### config.mk
export PLATFORM = sky130hd
export DESIGN_NAME = acsf_status_top
export DESIGN_NICKNAME = d
export VERILOG_FILES = /design/src/shared/acsf_pkg.sv /design/src/shared/acsf_conv_if.sv /design/src/rtl/acsf_conv_slice.sv /design/src/rtl/acsf_status_top.sv /design/src/rtl/acsf_sync.sv
export SDC_FILE = /design/constraint.sdc
export NUM_CORES = 1
export LEC_CHECK = 0
export BUFFER_PORTS_ARGS = -buffer_cell sky130_fd_sc_hd__buf_2
export CORE_MARGIN = 4
export CORE_UTILIZATION = 50
export DETAILED_ROUTE_END_ITERATION = 7
export GPL_ROUTABILITY_DRIVEN = 0
export PLACE_DENSITY_LB_ADDON = 0.3
export SLEW_MARGIN = 20
export SYNTH_ARGS = -nofsm -noshare
export SYNTH_HDL_FRONTEND = slang
export SYNTH_HIERARCHICAL = 1
export SYNTH_SLANG_ARGS = --single-unit
export TNS_END_PERCENT = 50
### constraint.sdc
create_clock -name sys_clk -period 2.01 [get_ports sys_clk]
set_input_delay 0.201 -clock sys_clk [delete_from_list [all_inputs] [get_ports sys_clk]]
set_output_delay 0.201 -clock sys_clk [all_outputs]
set_load 0.02 [all_outputs]
### src/shared/acsf_pkg.sv
package acsf_pkg;
  // ****************************************
  // addresses
  // ****************************************
  localparam logic [7:0] ADDR_STATUS = 8'hD8;
  localparam logic [7:0] ADDR_MODE = 8'hD1;
  localparam logic [7:0] ADDR_DECIM = 8'hD2;
  localparam logic [7:0] ADDR_P_RES_L = 8'hD9;
  localparam logic [7:0] ADDR_P_RES_M = 8'hDA;
  localparam logic [7:0] ADDR_P_RES_H = 8'hDB;
  localparam logic [7:0] ADDR_A_RES_L = 8'hDC;
  localparam logic [7:0] ADDR_A_RES_M = 8'hDD;
  localparam logic [7:0] ADDR_A_RES_H = 8'hDE;
  localparam logic [7:0] ADDR_P_OFS_L = 8'hE1;
  localparam logic [7:0] ADDR_P_OFS_M = 8'hE2;
  localparam logic [7:0] ADDR_P_OFS_H = 8'hE3;
  localparam logic [7:0] ADDR_P_GN_L = 8'hE4;
  localparam logic [7:0] ADDR_P_GN_M = 8'hE5;
  localparam logic [7:0] ADDR_P_GN_H = 8'hE6;
  localparam logic [7:0] ADDR_A_OFS_L = 8'hE9;
  localparam logic [7:0] ADDR_A_OFS_H = 8'hEA;
  localparam logic [7:0] ADDR_A_GN_L = 8'hEB;
  localparam logic [7:0] ADDR_A_GN_H = 8'hEC;
  // ****************************************
  // status fields
  // ****************************************
  localparam int ST_RDY_P = 7;
  localparam int ST_RDY_A = 6;
  localparam int ST_CAL = 5;
  localparam int ST_NOREF = 4;
  localparam int ST_ERR_P = 3;
  localparam int ST_ERR_A = 2;
  localparam logic [7:0] STATUS_RST = 8'h00;
  localparam logic [2:0] BIT_IDX_MASK = 3'h7;
  // ****************************************
  // mode fields
  // ****************************************
  localparam int MODE_EN_P = 5;
  localparam int MODE_EN_A = 4;
  localparam int MD_LSB = 0;
  localparam int MD_W = 3;
  localparam logic [7:0] MODE_RST = 8'h08;
  localparam logic [7:0] MODE_IMPL = 8'h7F;
  localparam logic [2:0] MD_POWER_DOWN = 3'h0;
  localparam logic [2:0] MD_CAL_INT_ZERO = 3'h4;
  localparam logic [2:0] MD_CAL_INT_FULL = 3'h5;
  localparam logic [2:0] MD_CAL_SYS_ZERO = 3'h6;
  localparam logic [2:0] MD_CAL_SYS_FULL = 3'h7;
  localparam logic [7:0] DECIM_RST = 8'h45;
  localparam int MAX_W = 24;
  localparam int BYTE_W = 8;
  typedef logic [7:0] acsf_byte_t;
  typedef logic [MD_W-1:0] acsf_md_t;
endpackage

### src/shared/acsf_conv_if.sv
`timescale 1ns/100ps
interface acsf_conv_if;
  logic start;
  logic rdy_clr;
  logic missing_ref;
  logic ready;
  logic err;
  logic cal_hit;
  modport ctl(output start, output rdy_clr, output missing_ref,
              input ready, input err, input cal_hit);
  modport conv(input start, input rdy_clr, input missing_ref,
               output ready, output err, output cal_hit);
endinterface

### src/rtl/acsf_conv_slice.sv
`timescale 1ns/100ps
module acsf_conv_slice #(
  parameter int RES_W = 24,
  parameter int COEF_W = 24,
  parameter logic [COEF_W-1:0] OFS_RST = '0,
  parameter logic [COEF_W-1:0] GN_RST = '0
) (
  input wire logic sys_clk,
  input wire logic rst,
  acsf_conv_if.conv ctl,
  input wire logic res_valid,
  input wire logic [RES_W-1:0] res_data,
  input wire logic res_clamped,
  input wire logic cal_done,
  input wire logic cal_ok,
  input wire logic cal_is_gain,
  input wire logic [COEF_W-1:0] cal_coef,
  input wire logic cal_block,
  output logic [RES_W-1:0] result_ff,
  output logic [COEF_W-1:0] offset_ff,
  output logic [COEF_W-1:0] gain_ff
);
  logic ready_ff, err_ff, cal_hit_ff;
  logic nxt_ready, nxt_err, nxt_cal_hit;
  logic [RES_W-1:0] nxt_result;
  logic [COEF_W-1:0] nxt_offset, nxt_gain;
  logic accept, cal_ev;
  always_comb begin
    cal_ev = cal_done && !cal_block;
    accept = !ready_ff;
    nxt_result = result_ff;
    nxt_offset = offset_ff;
    nxt_gain = gain_ff;
    nxt_cal_hit = accept && cal_ev;
    // a finishing operation is taken only while ready is clear; one arriving while ready is set is dropped
    nxt_ready = (ready_ff && !(ctl.start || ctl.rdy_clr)) ||
                (accept && (res_valid || cal_ev));
    nxt_err = (err_ff && !ctl.start) ||
              (accept && res_valid && (res_clamped || ctl.missing_ref)) ||
              (accept && cal_ev && !cal_ok);
    if (accept && res_valid) begin
      nxt_result = ctl.missing_ref ? '1 : res_data;
    end
    if (accept && cal_ev && cal_ok) begin
      if (cal_is_gain) begin
        nxt_gain = cal_coef;
      end else begin
        nxt_offset = cal_coef;
      end
    end
  end
  always_ff @(posedge sys_clk or posedge rst) begin
    if (rst) begin
      ready_ff <= 1'b0;
      err_ff <= 1'b0;
      cal_hit_ff <= 1'b0;
      result_ff <= '0;
      offset_ff <= OFS_RST;
      gain_ff <= GN_RST;
    end else begin
      ready_ff <= nxt_ready;
      err_ff <= nxt_err;
      cal_hit_ff <= nxt_cal_hit;
      result_ff <= nxt_result;
      offset_ff <= nxt_offset;
      gain_ff <= nxt_gain;
    end
  end
  assign ctl.ready = ready_ff;
  assign ctl.err = err_ff;
  assign ctl.cal_hit = cal_hit_ff;
endmodule

### src/rtl/acsf_status_top.sv
`timescale 1ns/100ps
module acsf_status_top #(
  parameter int P_RES_W = 24,
  parameter int A_RES_W = 24,
  parameter int P_COEF_W = 24,
  parameter int A_COEF_W = 16,
  parameter logic [7:0] DECIM_INIT = acsf_pkg::DECIM_RST
) (
  input wire logic sys_clk,
  input wire logic rst,
  input wire logic [7:0] sfr_addr,
  input wire logic sfr_wr,
  input wire logic sfr_rd,
  input wire acsf_pkg::acsf_byte_t sfr_wdata,
  output acsf_pkg::acsf_byte_t sfr_rdata_ff,
  input wire logic [7:0] bit_addr,
  input wire logic bit_wr,
  input wire logic bit_rd,
  input wire logic bit_wdata,
  output logic bit_rdata_ff,
  input wire logic vref_bad_pin,
  input wire logic p_res_valid,
  input wire logic [P_RES_W-1:0] p_res_data,
  input wire logic p_res_clamped,
  input wire logic p_cal_done,
  input wire logic p_cal_ok,
  input wire logic p_cal_is_gain,
  input wire logic [P_COEF_W-1:0] p_cal_coef,
  input wire logic a_res_valid,
  input wire logic [A_RES_W-1:0] a_res_data,
  input wire logic a_res_clamped,
  input wire logic a_cal_done,
  input wire logic a_cal_ok,
  input wire logic a_cal_is_gain,
  input wire logic [A_COEF_W-1:0] a_cal_coef,
  input wire logic a_temp_sel,
  output acsf_pkg::acsf_byte_t mode_ff,
  output acsf_pkg::acsf_byte_t decim_ff,
  output logic p_start_ff,
  output logic a_start_ff
);
  import acsf_pkg::*;

  // ****************************************
  // sub-blocks
  // ****************************************
  acsf_conv_if p_if();
  acsf_conv_if a_if();
  logic vref_bad_sync;
  logic [P_RES_W-1:0] p_result;
  logic [P_COEF_W-1:0] p_offset, p_gain;
  logic [A_RES_W-1:0] a_result;
  logic [A_COEF_W-1:0] a_offset, a_gain;

  // the missing-reference pin is taken through a two-flop synchronizer before use
  acsf_sync #(.W(1)) u_vref_sync (
    .sys_clk(sys_clk),
    .rst(rst),
    .d(vref_bad_pin),
    .q(vref_bad_sync)
  );

  acsf_conv_slice #(.RES_W(P_RES_W), .COEF_W(P_COEF_W)) u_prim (
    .sys_clk(sys_clk),
    .rst(rst),
    .ctl(p_if.conv),
    .res_valid(p_res_valid),
    .res_data(p_res_data),
    .res_clamped(p_res_clamped),
    .cal_done(p_cal_done),
    .cal_ok(p_cal_ok),
    .cal_is_gain(p_cal_is_gain),
    .cal_coef(p_cal_coef),
    .cal_block(1'b0),
    .result_ff(p_result),
    .offset_ff(p_offset),
    .gain_ff(p_gain)
  );

  acsf_conv_slice #(.RES_W(A_RES_W), .COEF_W(A_COEF_W)) u_aux (
    .sys_clk(sys_clk),
    .rst(rst),
    .ctl(a_if.conv),
    .res_valid(a_res_valid),
    .res_data(a_res_data),
    .res_clamped(a_res_clamped),
    .cal_done(a_cal_done),
    .cal_ok(a_cal_ok),
    .cal_is_gain(a_cal_is_gain),
    .cal_coef(a_cal_coef),
    .cal_block(a_temp_sel),
    .result_ff(a_result),
    .offset_ff(a_offset),
    .gain_ff(a_gain)
  );

  // ****************************************
  // byte picking
  // ****************************************
  // values are top aligned so a narrow variant loses its low byte, not its high one
  function automatic acsf_byte_t pick(input logic [MAX_W-1:0] v, input int w, input int k);
    logic [MAX_W-1:0] al;
    al = v << (MAX_W - w);
    pick = al[MAX_W-1-k*BYTE_W -: BYTE_W];
  endfunction

  logic [MAX_W-1:0] p_res_x, a_res_x, p_ofs_x, p_gn_x, a_ofs_x, a_gn_x;
  always_comb begin
    p_res_x = MAX_W'(p_result);
    a_res_x = MAX_W'(a_result);
    p_ofs_x = MAX_W'(p_offset);
    p_gn_x = MAX_W'(p_gain);
    a_ofs_x = MAX_W'(a_offset);
    a_gn_x = MAX_W'(a_gain);
  end

  // ****************************************
  // control and flags
  // ****************************************
  logic cal_ff, noref_ff;
  logic nxt_cal, nxt_noref, nxt_p_start, nxt_a_start;
  acsf_byte_t nxt_mode, nxt_decim, status_view;
  acsf_md_t wr_md;
  logic mode_wr, stat_wr, stat_bit_wr, start_any;
  logic p_rdy_clr, a_rdy_clr;

  always_comb begin
    mode_wr = sfr_wr && (sfr_addr == ADDR_MODE);
    stat_wr = sfr_wr && (sfr_addr == ADDR_STATUS);
    stat_bit_wr = bit_wr && ((bit_addr & ~8'(BIT_IDX_MASK)) == ADDR_STATUS);
    wr_md = sfr_wdata[MD_LSB +: MD_W];
    nxt_p_start = mode_wr && sfr_wdata[MODE_EN_P] && (wr_md != MD_POWER_DOWN);
    nxt_a_start = mode_wr && sfr_wdata[MODE_EN_A] && (wr_md != MD_POWER_DOWN);
    start_any = nxt_p_start || nxt_a_start;
    // writing a one leaves a ready flag alone; a zero clears it, as does a start of that converter
    p_rdy_clr = (stat_wr && !sfr_wdata[ST_RDY_P]) ||
                (stat_bit_wr && (bit_addr[2:0] == 3'(ST_RDY_P)) && !bit_wdata);
    a_rdy_clr = (stat_wr && !sfr_wdata[ST_RDY_A]) ||
                (stat_bit_wr && (bit_addr[2:0] == 3'(ST_RDY_A)) && !bit_wdata);
    nxt_mode = mode_wr ? (sfr_wdata & MODE_IMPL) : mode_ff;
    nxt_decim = (sfr_wr && (sfr_addr == ADDR_DECIM)) ? sfr_wdata : decim_ff;
    nxt_cal = p_if.cal_hit || a_if.cal_hit || (cal_ff && !start_any);
    nxt_noref = vref_bad_sync && (mode_ff[MODE_EN_P] || mode_ff[MODE_EN_A]);
  end

  assign p_if.start = nxt_p_start;
  assign a_if.start = nxt_a_start;
  assign p_if.rdy_clr = p_rdy_clr;
  assign a_if.rdy_clr = a_rdy_clr;
  assign p_if.missing_ref = noref_ff;
  assign a_if.missing_ref = noref_ff;

  always_ff @(posedge sys_clk or posedge rst) begin
    if (rst) begin
      cal_ff <= STATUS_RST[ST_CAL];
      noref_ff <= STATUS_RST[ST_NOREF];
      mode_ff <= MODE_RST;
      decim_ff <= DECIM_INIT;
      p_start_ff <= 1'b0;
      a_start_ff <= 1'b0;
    end else begin
      cal_ff <= nxt_cal;
      noref_ff <= nxt_noref;
      mode_ff <= nxt_mode;
      decim_ff <= nxt_decim;
      p_start_ff <= nxt_p_start;
      a_start_ff <= nxt_a_start;
    end
  end

  // ****************************************
  // read path
  // ****************************************
  acsf_byte_t nxt_rdata;
  logic nxt_bit_rdata;
  always_comb begin
    status_view = STATUS_RST;
    status_view[ST_RDY_P] = p_if.ready;
    status_view[ST_RDY_A] = a_if.ready;
    status_view[ST_CAL] = cal_ff;
    status_view[ST_NOREF] = noref_ff;
    status_view[ST_ERR_P] = p_if.err;
    status_view[ST_ERR_A] = a_if.err;
    nxt_rdata = sfr_rdata_ff;
    if (sfr_rd) begin
      unique case (sfr_addr)
        ADDR_STATUS: nxt_rdata = status_view;
        ADDR_MODE: nxt_rdata = mode_ff;
        ADDR_DECIM: nxt_rdata = decim_ff;
        ADDR_P_RES_H: nxt_rdata = pick(p_res_x, P_RES_W, 0);
        ADDR_P_RES_M: nxt_rdata = pick(p_res_x, P_RES_W, 1);
        ADDR_P_RES_L: nxt_rdata = pick(p_res_x, P_RES_W, 2);
        ADDR_A_RES_H: nxt_rdata = pick(a_res_x, A_RES_W, 0);
        ADDR_A_RES_M: nxt_rdata = pick(a_res_x, A_RES_W, 1);
        ADDR_A_RES_L: nxt_rdata = pick(a_res_x, A_RES_W, 2);
        ADDR_P_OFS_H: nxt_rdata = pick(p_ofs_x, P_COEF_W, 0);
        ADDR_P_OFS_M: nxt_rdata = pick(p_ofs_x, P_COEF_W, 1);
        ADDR_P_OFS_L: nxt_rdata = pick(p_ofs_x, P_COEF_W, 2);
        ADDR_P_GN_H: nxt_rdata = pick(p_gn_x, P_COEF_W, 0);
        ADDR_P_GN_M: nxt_rdata = pick(p_gn_x, P_COEF_W, 1);
        ADDR_P_GN_L: nxt_rdata = pick(p_gn_x, P_COEF_W, 2);
        ADDR_A_OFS_H: nxt_rdata = pick(a_ofs_x, A_COEF_W, 0);
        ADDR_A_OFS_L: nxt_rdata = pick(a_ofs_x, A_COEF_W, 1);
        ADDR_A_GN_H: nxt_rdata = pick(a_gn_x, A_COEF_W, 0);
        ADDR_A_GN_L: nxt_rdata = pick(a_gn_x, A_COEF_W, 1);
        default: nxt_rdata = STATUS_RST;
      endcase
    end
    nxt_bit_rdata = bit_rdata_ff;
    if (bit_rd) begin
      nxt_bit_rdata = ((bit_addr & ~8'(BIT_IDX_MASK)) == ADDR_STATUS) ?
                      status_view[bit_addr[2:0]] : 1'b0;
    end
  end

  always_ff @(posedge sys_clk or posedge rst) begin
    if (rst) begin
      sfr_rdata_ff <= STATUS_RST;
      bit_rdata_ff <= 1'b0;
    end else begin
      sfr_rdata_ff <= nxt_rdata;
      bit_rdata_ff <= nxt_bit_rdata;
    end
  end
endmodule

### src/rtl/acsf_sync.sv
`timescale 1ns/100ps
module acsf_sync #(
  parameter int W = 1
) (
  input wire logic sys_clk,
  input wire logic rst,
  input wire logic [W-1:0] d,
  output logic [W-1:0] q
);
  logic [W-1:0] meta_ff;
  logic [W-1:0] q_ff;
  genvar i;
  generate
    for (i = 0; i < W; i++) begin : g_bit
      always_ff @(posedge sys_clk or posedge rst) begin
        if (rst) begin
          meta_ff[i] <= 1'b0;
          q_ff[i] <= 1'b0;
        end else begin
          meta_ff[i] <= d[i];
          q_ff[i] <= meta_ff[i];
        end
      end
    end
  endgenerate
  assign q = q_ff;
endmodule

After elaboration in Yosys (flattened, before gate mapping)
Cells that the tools add are included.
{ "totals": {"regBits": 164, "wordCells": 122} }
{ "op_classes": {"muxes": 6, "n_bitwise": 2, "reduce_logical": 69, "magnitude_cmp": 1, "eq_ne": 22} }
{ "op_table": {"columns": ["operator", "count"], "rows": [
  ["8-bit == test (second input constant)", 19],
  ["8-bit one-hot mux with 19 select lines", 1],
  ["24-bit 2-to-1 mux", 2],
  ["1-bit logical AND", 33],
  ["1-bit logical OR", 18],
  ["1-bit logical NOT", 13],
  ["2-bit AND reduction", 4],
  ["3-bit == test (second input constant)", 2],
  ["5-bit == test (second input constant)", 1],
  ["3-bit by 4-bit less-than comparator with 1-bit output (second input constant)", 1],
  ["1-bit binary-select mux with 3-bit select", 1],
  ["3-bit nonzero test", 1],
  ["1-bit 2-to-1 mux", 2],
  ["1-bit inverter", 2]
]} }

Longest topological paths before layout
{ "depth": {"ltp_word": 9, "depth_mapped": 9} }

Hierarchy
The synthesis kept the hierarchy.
{ "modules_own_cells": {"columns": ["mod", "n_inst", "area_each_um2", "cells_per_inst"], "rows": [
  ["acsf_conv_slice (u_prim)", 1, 2877.8, 219],
  ["acsf_status_top", 1, 2762.6, 317],
  ["acsf_conv_slice (u_aux)", 1, 2282.2, 185],
  ["acsf_sync", 1, 53.8, 3]
]} }

Worst setup path after synthesis
No wires, ideal clock.
{ "synth_timing": {"kind": "register -> register", "startpoint": "register u_aux.ready_ff (netlist: u_aux/ctl.ready)", "endpoint": "register u_aux.offset_ff[0]", "setup_slack_ps": 266, "path_stages_with_launch": 5, "period_less_slack_ps": 1744, "required_time_ps": 1885, "arrival_time_ps": 1620, "cell_sequence": "dfrtp_1 > or3b_4 > nor3b_4 > buf_6 > mux2_2"} }
{ "synth_between": {"elab_chain_cells": 4} }
{ "synth_lines": {"columns": ["element", "line_no", "source"], "rows": [
  ["start: declaration", "acsf_conv_slice.sv:23", "logic ready_ff, err_ff, cal_hit_ff;"],
  ["start signal: assignment", "acsf_conv_slice.sv:61", "ready_ff <= nxt_ready;"],
  ["1-bit logical NOT", "acsf_conv_slice.sv:30", "accept = !ready_ff;"],
  ["1-bit logical AND (2 in a row)", "acsf_conv_slice.sv:44", "if (accept && cal_ev && cal_ok) begin"],
  ["2-bit AND reduction (no line)", null, null],
  ["end signal: assignment", "acsf_conv_slice.sv:65", "offset_ff <= nxt_offset;"],
  ["end: declaration", "acsf_conv_slice.sv:20", "output logic [COEF_W-1:0] offset_ff,"]
]} }
Every way passes these cells.
A chain may end at the register's enable or synchronous reset.

Final worst setup path
{ "layout_timing": {"startpoint": "register u_prim.ready_ff (netlist: u_prim/ctl.ready)", "endpoint": "register u_prim.offset_ff[13]"} }
{ "layout_between": {"elab_chain_cells": 4} }
{ "layout_lines": {"columns": ["element", "line_no"], "rows": [
  ["start: declaration", "acsf_conv_slice.sv:23"],
  ["start signal: assignment", "acsf_conv_slice.sv:61"],
  ["1-bit logical NOT", "acsf_conv_slice.sv:30"],
  ["1-bit logical AND (2 in a row)", "acsf_conv_slice.sv:44"],
  ["2-bit AND reduction (no line)", null],
  ["end signal: assignment", "acsf_conv_slice.sv:65"],
  ["end: declaration", "acsf_conv_slice.sv:20"]
]} }
Every way passes these cells.

==> run metrics <==
Routed Wire Length 23440 um; Syn Inst Count 724; RSZ-0062 raised after global routing false; clk root buf clkbuf_16; Final Skew 0.01183 ns; Arrival @ worst endpoint 2.05 ns; WS Path Type reg2reg; drt via density 5.863; CP max FO 24; Synth cell types 66; total grt overflow 0; DRT iter0 DRCs 610; worst setup path end u_prim/offset_ff[13]; Peak VDD IR 0.6765 mV; Hold Buf Count CTS 11; I/O Buffers 156; GRT Util Overall 26.51%; Avg Cell Area, Syn 11.02 um2; Synth Warn # 6; fin util 63.57%; Resized Gates After CTS 0; clock sinks 164; Die X 134.3 um; CP max stage cell or3b_4; Top delay family on crit path simple AND/OR/NAND/NOR gates; largest net degree at the start of global routing 60; Hold Path Depth 2; Async SR Flop Fraction 100.0%; R2R depth 4; commonest cells after routing, fill and taps aside dfrtp_1 (160), buf_2 (156), mux2_2 (106); mapped cell area 0.007976 mm2; max incr delay on CP 0.41 ns; final setup vio count 0; Finished Layout Cells 1122; met3 Use GR 7.164%; die span in y 134.3 um; power per cell area 954.0 mW/mm2; launch point of the worst reg-to-reg path u_prim/ctl.ready; worst path required time 2.33 ns; met2 GRT Util 41.87%; Nets 1029; setup slack, reg-to-reg 0.28 ns; HP Class in2reg; row count 45; layout cells sized above 1 39.08%; crit path launch u_prim/ctl.ready; Rel. slew slack 56.62%; drt pass-1 iters 6; number of global-route vias before repair 6631; outcome finished clean; Final Hold Violating Endpoints 0; wire length per cell 20.89 um; DRT antenna net count 0; # IOs 158; Post-synth EDFFs 0; Crit. End Element flip-flop; global-route wire length before repair 36370 um; Die Area 0.01804 mm2; Seq cells post-synth 164; clock transition at the registers of the reported paths 0.07 ns; Worst Path Buf+Inv 1; final worst path period share 85.83%; CTS H-tree depth 4; TritonCTS clock tree built; Lkg Pwr 4.687 nW; FF-to-FF End u_prim/offset_ff[13]; fmax 0.5797 GHz; final worst path period need 1.725 ns; critical path, cell by cell or3b_4 > nor3b_4 > buf_12 > mux2_2; setup TNS 0 ns; Worst Setup Start Kind flip-flop; slew at the pin closest to its max-slew limit 0.6502 ns; commonest non-fill, non-tap cell in the layout dfrtp_1; Max-Cap Viols 0; Post-CTS Repair Setup Buffers 0; Initial Util 51.70%; n_diodes 0; ys flop type dfrtp_1; Placed Cells 1079; busiest grt layer met2; DR DRC count 0; CTS max path bufs 2; DR vias 6578; total CTS buffers 17; post-DP HPWL 17690 um; Crit path depth 4; sequential share of the synthesized area 51.51%; antenna violations before repair 1; met1 usage 34.98%; Area Growth Syn to Fin 22.95%; core box area 0.01543 mm2; Max Slew Vio Count 0; worst-skew pair later-pin latency 0.44 ns
-- cell type report --
type                    instances  area, um2
fillers                      1287       5620
flip-flops and latches        164       4109
multi-input cells             499       3536
repair buffers                207       1291
clock buffers                  17      425.4
well taps                     211      264.0
clock inverters                15      143.9
inverters                       9      37.54
-- routing by layer --
layer	vias up	wire length [um]
li1	2983	-
met1	3200	9565
met2	326	11060
met3	67	1949
met4	2	855
met5	-	14
-- worst min-delay path by stage --
stage | slack [ns] | end | from
finish | 0.01 | u_aux/gain_ff[13] | a_cal_coef[13]
global route | 0.006 | u_prim/gain_ff[4] | p_cal_coef[4]
CTS | 0.002 | u_prim/gain_ff[11] | p_cal_coef[11]
detailed placement | 0.13 | u_vref_sync/meta_ff | rst
global placement | 0.13 | u_vref_sync/meta_ff | rst
floorplan | -0.06 | u_vref_sync/meta_ff | rst
-- report_power, final --
group,internal [mW],switching (mW)
registers,4.05,0.567
clock network,1.73,1.44
logic,0.785,0.773
total,6.57,2.78
-- through the flow --
stage / hold WS (ns) / cell area, um2 / total power [mW] / setup slack (ns)
after floorplan: -0.05782 / 7984 / 5.438 / 0.2656
after global placement: 0.1264 / 9128 / 6.144 / 0.1246
after detailed placement: 0.1290 / 9128 / 6.206 / 0.1199
after CTS: 0.001654 / 9807 / 9.398 / 0.2826
after global routing: 0.006310 / 9807 / 9.785 / 0.2143
final: 0.01494 / 9807 / 9.356 / 0.2848
-- Yosys cell counts, types with 3 or more instances --
cell       instances  area, um2
a21oi_1           11      55.05
nor2_1            63      236.5
a31oi_1           12      75.07
o21ai_0           65      325.3
nand4_1           12      75.07
nand2_1           65      244.0
buf_4              5      37.54
buf_6              8      90.09
a22oi_1           17      127.6
o221ai_1           4      35.03
nand3_1           15      75.07
o22ai_1            3      18.77
nor2b_1            9      56.30
mux2_2           106       1194
nand4b_1           3      26.28
nor3_1             7      35.03
dfrtp_1          160       4004
and2_1             3      18.77
nor3b_1            4      30.03
and3_1             3      18.77
o2bb2ai_1          4      35.03
clkbuf_1          21      78.83
dfstp_2            4      105.1
nand3b_1           6      45.04
inv_1              7      26.28
a32oi_1            8      70.07
a22o_1             7      61.31
buf_2             19      95.09
nand2b_1           7      43.79
mux2i_1           17      170.2
o32a_1             3      30.03
-- state kept, by name (all words and copies together) (netlist names), 8 cells and up --
name / count
u_aux/result_ff: 24
u_prim/gain_ff: 24
decim_ff: 8
u_aux/gain_ff: 16
u_aux/offset_ff: 16
u_prim/offset_ff: 24
u_prim/result_ff: 24
sfr_rdata_ff: 8
-- cells by family (layout without fill, tap and decap cells) --
family          Yosys count  after routing  synth area share, %
simple gates            217            217                14.02
mux                     124            124                17.38
buf+inv                  62            248                4.204
compound gates          156            156                12.83
flops                   164            164                51.51
other cells               1              2              0.04701
-- worst register-to-register path, stage by stage, from the launching register on --
cell and delay (ns):
dfrtp_1 0.38, or3b_4 0.41, nor3b_4 0.23, buf_12 0.22
mux2_2 0.37
Power figures use the tool's default switching activity.
